--- config.mk ---
export PLATFORM = sky130hd
export DESIGN_NAME = cerc_top
export DESIGN_NICKNAME = d
export VERILOG_FILES = /design/src/rtl/cerc_top.v /design/src/rtl/cerc_line_mem.v
export VERILOG_INCLUDE_DIRS = /design/src /design/src/rtl
export SDC_FILE = /design/constraint.sdc
export NUM_CORES = 1
export LEC_CHECK = 0
export BUFFER_PORTS_ARGS = -buffer_cell sky130_fd_sc_hd__buf_2
export CORE_ASPECT_RATIO = 2
export CORE_MARGIN = 2
export CORE_UTILIZATION = 45
export DETAILED_ROUTE_END_ITERATION = 8
export SYNTH_ARGS = -nofsm -noshare
export SYNTH_HDL_FRONTEND = slang
export SYNTH_SLANG_ARGS = --single-unit
export TNS_END_PERCENT = 100
--- constraint.sdc ---
create_clock -name clk -period 13 [get_ports clk]
set_clock_uncertainty 0.2 [all_clocks]
set_input_delay 2.6 -clock clk [delete_from_list [all_inputs] [get_ports clk]]
set_output_delay 2.6 -clock clk [all_outputs]
set_load 0.01 [all_outputs]
--- src/rtl/cerc_defines.vh ---
// Purpose: Constants for the cache error report and control block
// Assumes: One clock, synchronous active-low reset
// Notes: Included by bare name
// How it works
// - A cache that reports an error switches itself off until software re-enables it.
// - Clearing bus interface control bit 0 disables primary and backup caches.
// - Uncorrectable backup cache data error raises soft error, or machine check instead when enabled.
// - Hard error events raise neither machine check nor soft error.
// - A read error after a latched write hard error gives machine check with second error.
// - Machine check takes priority over soft error notification.
// - Read-lock fill error raises machine check on the first quadword, on later ones only after a latched write hard error.
// - Bus and fill error bits clear by writing one.
// - Primary cache tag, data and entry read errors clear by writing one.
// - Translation buffer errors clear by writing one.
// - Instruction cache errors clear by writing one.
// - A second bus or fill error sets the second error flag, keeps first address.
// - Return from exception flushes the instruction cache.
// - Translation buffer parity error starts an internal invalidate-all.
// - Load process context invalidates process-space translation entries.
// - Force-hit reads return the line at the read index, with no tag match, unless uncorrectable.
// - Syndrome loads on every read when error checking is inhibited.
`ifndef CERC_DEFINES_VH
`define CERC_DEFINES_VH
`define CERC_BIU_ENABLE_BIT 0
`define CERC_BFS_W 5
`define CERC_BFS_HERR 0
`define CERC_BFS_SERR 1
`define CERC_BFS_FILL_ECC 2
`define CERC_BFS_FILL_RDLK 3
`define CERC_BFS_SEO 4
`define CERC_PCS_W 3
`define CERC_PCS_TAG 0
`define CERC_PCS_DATA 1
`define CERC_PCS_PTE 2
`define CERC_ADDR_W 32
`define CERC_SYN_W 8
`define CERC_IDX_W 4
`define CERC_DATA_W 64
`define CERC_LINES 16
`define CERC_ZERO32 32'h00000000
`define CERC_ZERO8 8'h00
`define CERC_ZERO64 64'h0000000000000000
`endif

--- src/rtl/cerc_top.v ---
// Purpose: Cache error latching, notification and recovery controls
// Assumes: Error events are one-cycle pulses from the cache datapaths
// Notes: Status clears are write-one masks valid on their strobe
`timescale 1ns/1ps
`default_nettype none
`include "cerc_defines.vh"
module cerc_top (
	input wire clk,
	input wire resetn,
	input wire biuCtlWr,
	input wire biuCtlEnable,
	input wire pcCtlWr,
	input wire pcCtlEnable,
	input wire icsrWr,
	input wire icsrEnable,
	input wire forceHitWr,
	input wire forceHitIn,
	input wire diagInhibitWr,
	input wire diagInhibitIn,
	input wire bfsClrWr,
	input wire [`CERC_BFS_W-1:0] bfsClrMask,
	input wire pcsClrWr,
	input wire [`CERC_PCS_W-1:0] pcsClrMask,
	input wire tbsClr,
	input wire icsClr,
	input wire bcUncorrRead,
	input wire bcUncorrMchk,
	input wire bcCorrRead,
	input wire writeHardErr,
	input wire fillErr,
	input wire readLock,
	input wire firstQuad,
	input wire [`CERC_ADDR_W-1:0] errAddr,
	input wire pcTagErr,
	input wire pcDataErr,
	input wire pteReadErr,
	input wire tbParityErr,
	input wire icErr,
	input wire reiExec,
	input wire ldpctxExec,
	input wire bcRead,
	input wire [`CERC_SYN_W-1:0] readSyndrome,
	input wire lineWr,
	input wire [`CERC_IDX_W-1:0] lineIdx,
	input wire [`CERC_DATA_W-1:0] lineData,
	input wire fhRead,
	input wire [`CERC_IDX_W-1:0] fhIdx,
	output reg bcEnable_r,
	output reg pcEnable_r,
	output reg icEnable_r,
	output reg forceHit_r,
	output reg diagInhibit_r,
	output reg [`CERC_BFS_W-1:0] bfsStatus_r,
	output reg [`CERC_ADDR_W-1:0] errAddr_r,
	output reg [`CERC_PCS_W-1:0] pcsStatus_r,
	output reg tbsStatus_r,
	output reg icsStatus_r,
	output reg [`CERC_SYN_W-1:0] fillSyndrome_r,
	output reg mchk_r,
	output reg softErr_r,
	output reg hardErr_r,
	output reg icFlush_r,
	output reg tbInvAll_r,
	output reg tbInvProc_r,
	output reg fhValid_r,
	output reg [`CERC_DATA_W-1:0] fhData_r
);
	// Cleared bits drop, new events set; set wins over clear
	function [`CERC_BFS_W-1:0] w1cB;
		input [`CERC_BFS_W-1:0] cur;
		input [`CERC_BFS_W-1:0] clr;
		input [`CERC_BFS_W-1:0] set;
		begin
			w1cB = (cur & ~clr) | set;
		end
	endfunction
	function [`CERC_PCS_W-1:0] w1cP;
		input [`CERC_PCS_W-1:0] cur;
		input [`CERC_PCS_W-1:0] clr;
		input [`CERC_PCS_W-1:0] set;
		begin
			w1cP = (cur & ~clr) | set;
		end
	endfunction

	wire [`CERC_DATA_W-1:0] memData;
	reg fhPend_r;
	reg fhBad_r;

	cerc_line_mem uMem (
		.clk(clk),
		.wrEn(lineWr),
		.wrIdx(lineIdx),
		.wrData(lineData),
		.rdIdx(fhIdx),
		.rdData(memData)
	);

	wire rdlkFirst = fillErr & readLock & firstQuad;
	wire bcErr = bcUncorrRead | bcCorrRead | fillErr | writeHardErr;
	wire anyBusErr = bcErr;
	wire latched = |bfsStatus_r[`CERC_BFS_SEO-1:0];
	wire [`CERC_BFS_W-1:0] bfsClr = bfsClrWr ? bfsClrMask : {`CERC_BFS_W{1'b0}};
	wire [`CERC_PCS_W-1:0] pcsClr = pcsClrWr ? pcsClrMask : {`CERC_PCS_W{1'b0}};
	wire readErr = bcUncorrRead | fillErr;
	wire mchkEv = (bcUncorrRead & bcUncorrMchk) | rdlkFirst | tbParityErr | icErr
		| (readErr & bfsStatus_r[`CERC_BFS_HERR]);
	wire softEv = bcUncorrRead | bcCorrRead | pcTagErr | pcDataErr | icErr
		| (fillErr & ~(readLock & firstQuad));
	wire hardEv = writeHardErr;
	reg [`CERC_BFS_W-1:0] bfsSet;
	always @* begin
		bfsSet = {`CERC_BFS_W{1'b0}};
		bfsSet[`CERC_BFS_HERR] = writeHardErr;
		bfsSet[`CERC_BFS_SERR] = bcUncorrRead | bcCorrRead;
		bfsSet[`CERC_BFS_FILL_ECC] = fillErr & ~readLock;
		bfsSet[`CERC_BFS_FILL_RDLK] = fillErr & readLock;
		bfsSet[`CERC_BFS_SEO] = anyBusErr & latched;
		if (anyBusErr & latched) begin
			bfsSet[`CERC_BFS_SEO-1:0] = {`CERC_BFS_SEO{1'b0}};
		end
	end

	always @(posedge clk) begin
		if (!resetn) begin
			bcEnable_r <= 1'b0;
			pcEnable_r <= 1'b0;
			icEnable_r <= 1'b0;
			forceHit_r <= 1'b0;
			diagInhibit_r <= 1'b0;
			bfsStatus_r <= {`CERC_BFS_W{1'b0}};
			errAddr_r <= `CERC_ZERO32;
			pcsStatus_r <= {`CERC_PCS_W{1'b0}};
			tbsStatus_r <= 1'b0;
			icsStatus_r <= 1'b0;
			fillSyndrome_r <= `CERC_ZERO8;
			mchk_r <= 1'b0;
			softErr_r <= 1'b0;
			hardErr_r <= 1'b0;
			icFlush_r <= 1'b0;
			tbInvAll_r <= 1'b0;
			tbInvProc_r <= 1'b0;
			fhPend_r <= 1'b0;
			fhBad_r <= 1'b0;
			fhValid_r <= 1'b0;
			fhData_r <= `CERC_ZERO64;
		end else begin
			// Error auto-disable takes precedence over a same-cycle enable write
			if (bcErr) begin
				bcEnable_r <= 1'b0;
			end else if (biuCtlWr) begin
				bcEnable_r <= biuCtlEnable;
			end
			if (pcTagErr | pcDataErr | (biuCtlWr & ~biuCtlEnable)) begin
				pcEnable_r <= 1'b0;
			end else if (pcCtlWr) begin
				pcEnable_r <= pcCtlEnable;
			end
			if (icErr) begin
				icEnable_r <= 1'b0;
			end else if (icsrWr) begin
				icEnable_r <= icsrEnable;
			end
			if (forceHitWr) begin
				forceHit_r <= forceHitIn;
			end
			if (diagInhibitWr) begin
				diagInhibit_r <= diagInhibitIn;
			end
			bfsStatus_r <= w1cB(bfsStatus_r, bfsClr, bfsSet);
			if (anyBusErr & ~latched) begin
				errAddr_r <= errAddr;
			end
			pcsStatus_r <= w1cP(pcsStatus_r, pcsClr,
				{pteReadErr, pcDataErr, pcTagErr});
			tbsStatus_r <= (tbsStatus_r & ~tbsClr) | tbParityErr;
			icsStatus_r <= (icsStatus_r & ~icsClr) | icErr;
			if ((bcRead & diagInhibit_r) | (readErr & ~diagInhibit_r)) begin
				fillSyndrome_r <= readSyndrome;
			end
			// One notification per cycle, highest level first
			mchk_r <= mchkEv & ~hardEv;
			softErr_r <= softEv & ~mchkEv & ~hardEv;
			hardErr_r <= hardEv;
			icFlush_r <= reiExec;
			tbInvAll_r <= tbParityErr;
			tbInvProc_r <= ldpctxExec;
			fhPend_r <= fhRead & forceHit_r;
			fhBad_r <= bcUncorrRead;
			fhValid_r <= fhPend_r & ~fhBad_r & ~bcUncorrRead;
			fhData_r <= (fhPend_r & ~fhBad_r & ~bcUncorrRead) ? memData : `CERC_ZERO64;
		end
	end
endmodule
`default_nettype wire

--- src/rtl/cerc_line_mem.v ---
// Purpose: Backup cache line store for force-hit diagnostic reads
// Assumes: Synchronous write and registered read
// Notes: Data only, no tag kept; the read index alone selects the line
`timescale 1ns/1ps
`default_nettype none
`include "cerc_defines.vh"
module cerc_line_mem (
	input wire clk,
	input wire wrEn,
	input wire [`CERC_IDX_W-1:0] wrIdx,
	input wire [`CERC_DATA_W-1:0] wrData,
	input wire [`CERC_IDX_W-1:0] rdIdx,
	output reg [`CERC_DATA_W-1:0] rdData
);
	reg [`CERC_DATA_W-1:0] mem [0:`CERC_LINES-1];
	always @(posedge clk) begin
		if (wrEn) begin
			mem[wrIdx] <= wrData;
		end
		rdData <= mem[rdIdx];
	end
endmodule
`default_nettype wire

==> results.json <==
{
  "outcome": "completed",
  "yosys_warnings": 0,
  "cap_viol_max_count": 0,
  "post_cts_resized": 0,
  "worst_path_most_repeated_cell": "buf_4",
  "cp-end-kind": "flop",
  "dieArea_mm2": 0.0999,
  "gp_congestion": 0.736,
  "clkLatencyLatePin_ns": 0.71,
  "ant_nets": 0,
  "drive_above_1_share": 0.313,
  "fin_cells": 3700,
  "slew_headroom": 0.230,
  "syn_area_mm2": 0.0437,
  "drt_iter0_drc": 1825,
  "yosysSeqAreaShare": 0.791,
  "start_util": 0.454,
  "final-hold-violation-count": 0,
  "portBuffers": 278,
  "core.rowCount": 161,
  "io_pins": 279,
  "finalNetCount": 2530,
  "start_kind": "input pin",
  "grt_setup_unrepaired": "no",
  "dieWidth_um": 224,
  "grt_max_degree": 86,
  "crit_type": "in -> reg",
  "vias": 21300,
  "synth.top_cell.area_share": 0.703,
  "htree_levels": 3,
  "period_share": 0.413,
  "cpPeakStageDelay_ns": 0.95,
  "p_leak_nw": 16.9,
  "die_h_um": 445,
  "dr.pass1.iters": 5,
  "peakVddDrop_mv": 0.0952,
  "cts_setup_buffers": 0,
  "arrival_ns": 5.76,
  "path_cells": "buf_8 > buf_4 > buf_4 > mux4_2 > a22oi_1 > nand2_1",
  "synth.avg_cell_area_um2": 21.3,
  "overflow": 0,
  "wl_mm": 102,
  "power.density_mw_per_mm2": 160,
  "utilization": 0.522,
  "area_growth_pct": 14.9,
  "num-fill-cells": 7592,
  "grt_pass1_vias": 23000,
  "finalCriticalPeriod_ns": 5.37,
  "clockBufferDepth": 3,
  "final-max-slew-violation-count": 0,
  "route.detailed.vias_per_inst": 5.76,
  "setup_tns_ns": 0,
  "syn_inst": 2055,
  "synth.net_count": 2208,
  "core-area_mm2": 0.0963,
  "grt_util_all_layers": 0.205,
  "cts_tree": "built",
  "cp.required_ns": 13.39,
  "numCtsBuffers": 106,
  "place_hpwl_mm": 50.4,
  "fmax_mhz": 186,
  "drc": 0,
  "cts_hold_buf": 0,
  "tightest_slew_ns": 1.15,
  "whs_ns": 0.224,
  "antenna_found_initial": 19,
  "worstPathMaxFanout": 85,
  "hp-class": "reg -> reg",
  "wire_per_inst_um": 27.5,
  "synth_area_leaders": "edfxtp_1 70%, mux4_2 13%, dfxtp_1 8.8%",
  "ys_seq_elements": 1216,
  "clock_sinks": 1216,
  "slowest_stage": "buf_4",
  "ys_types": 36,
  "yosysTopAreaCell": "edfxtp_1",
  "grt_pass1_wl_mm": 149,
  "placed_cells": 3491,
  "ctsRootBufferMaster": "clkbuf_16",
  "clk_pin_slew_ns": 0.07,
  "setup_violations": 0
}
area by class of cell:
type                    count  area [um^2]  area share
inverters                   2         7.51    0.000149
clock inverters            68          746      0.0148
diodes                      7         17.5    0.000348
flip-flops and latches   1216        34600       0.688
multi-input cells         723         8760       0.174
well taps                1222         1530      0.0304
repair buffers            328         1790      0.0355
clock buffers             134         2850      0.0567
kinds of logic after synthesis:
logic type      synth area share
flops                      0.791
mux                        0.133
simple gates              0.0281
compound gates            0.0358
buf+inv                   0.0126
synth_stat cells:
library cell / n
edfxtp_1: 1024
mux4_2: 256
dfxtp_1: 192
a22oi_1: 130
nand2_1: 74
and2_1: 70
clkbuf_1: 60
nand3_1: 41
o21ai_0: 34
a21boi_1: 30
buf_4: 18
buf_1: 17
buf_2: 15
nor2_1: 15
nor2b_1: 13
a21boi_0: 12
o21ai_1: 9
nor3_1: 8
a21oi_1: 4
buf_6: 4
mux2i_1: 4
nand2b_1: 3
nor4_1: 3
o21a_1: 3
inv_1: 2
nand3b_1: 2
or3_1: 2
or4_1: 2
a32oi_1: 1
and3_1: 1
and3b_1: 1
nor3b_1: 1
nor4_2: 1
nor4b_1: 1
o211ai_1: 1
or3b_2: 1
worst max-delay path, delay by kind of cell:
kind	cells	cell delay, ns
buffers and inverters	3	2.31
muxes	1	0.42
AOI/OAI and AO/OA	1	0.21
and+or+nand+nor	1	0.08
layer usage:
| metal | track usage | routed length, um |
|---|---|---|
| met1 | 0.267 | 41200 |
| met2 | 0.358 | 52300 |
| met3 | 0.0332 | 5980 |
| met4 | 0.0587 | 2060 |
| met5 | 0 | 103 |
cell usage in the layout (no fill, tap or decap), drive strengths merged, types with 4 or more instances in the layout:
master and instances:
a21boi 42, a21oi 4, a22oi 130, and2 70, buf 328, bufinv 14
clkbuf 134, clkinv 42, clkinvlp 5, dfxtp 192, diode 7, edfxtp 1024
inv 9, mux2i 4, mux4 256, nand2 74, nand3 41, nor2 15
nor2b 13, nor3 8, nor4 4, o21ai 43
sequential cells by signal (all words and copies together), names as in the netlist:
signal	flops
fhValid_r	1
uMem.rdData	64
tbsStatus_r	1
fhData_r	64
bcEnable_r	1
forceHit_r	1
pcsStatus_r	3
pcEnable_r	1
icFlush_r	1
hardErr_r	1
fhBad_r	1
softErr_r	1
mchk_r	1
icEnable_r	1
icsStatus_r	1
fhPend_r	1
bfsStatus_r	5
diagInhibit_r	1
errAddr_r	32
fillSyndrome_r	8
tbInvProc_r	1
tbInvAll_r	1
uMem.mem	1024
final timing paths:
| kind | startpoint | to | slack (ns) | cells past startpoint |
|---|---|---|---|---|
| max reg2reg | bfsStatus_r[0]$_SDFF_PN0_ | errAddr_r[6]$_SDFFE_PN0P_ | 10.72 | 3 |
| min reg2reg | uMem.rdData[53]$_DFF_P_ | fhData_r[53]$_SDFF_PN0_ | 0.22 | 1 |
| max | fhIdx[1] | uMem.rdData[31]$_DFF_P_ | 7.63 | 6 |
| min | uMem.rdData[53]$_DFF_P_ | fhData_r[53]$_SDFF_PN0_ | 0.22 | 1 |
where the power goes:
group          internal, mW  leakage (nW)  total, mW  switching [mW]
Clock                  1.84          1.76       3.26            1.42
Sequential             4.33          10.8       4.37          0.0333
Combinational         0.165          4.30      0.406           0.241
Total                  6.34          16.9       8.03            1.69
stage by stage:
step | power [mW] | cell area [um^2] | setup WS, ns
3_3_place_gp | 4.85 | 46700 | 6.95
5_1_grt | 8.29 | 50300 | 7.46
6_report | 8.03 | 50300 | 7.63
4_1_cts | 8.11 | 50300 | 7.66
2_1_floorplan | 4.69 | 43700 | 4.77
3_5_place_dp | 4.86 | 46700 | 6.89
Note: power is estimated with default switching activity, not from simulation.
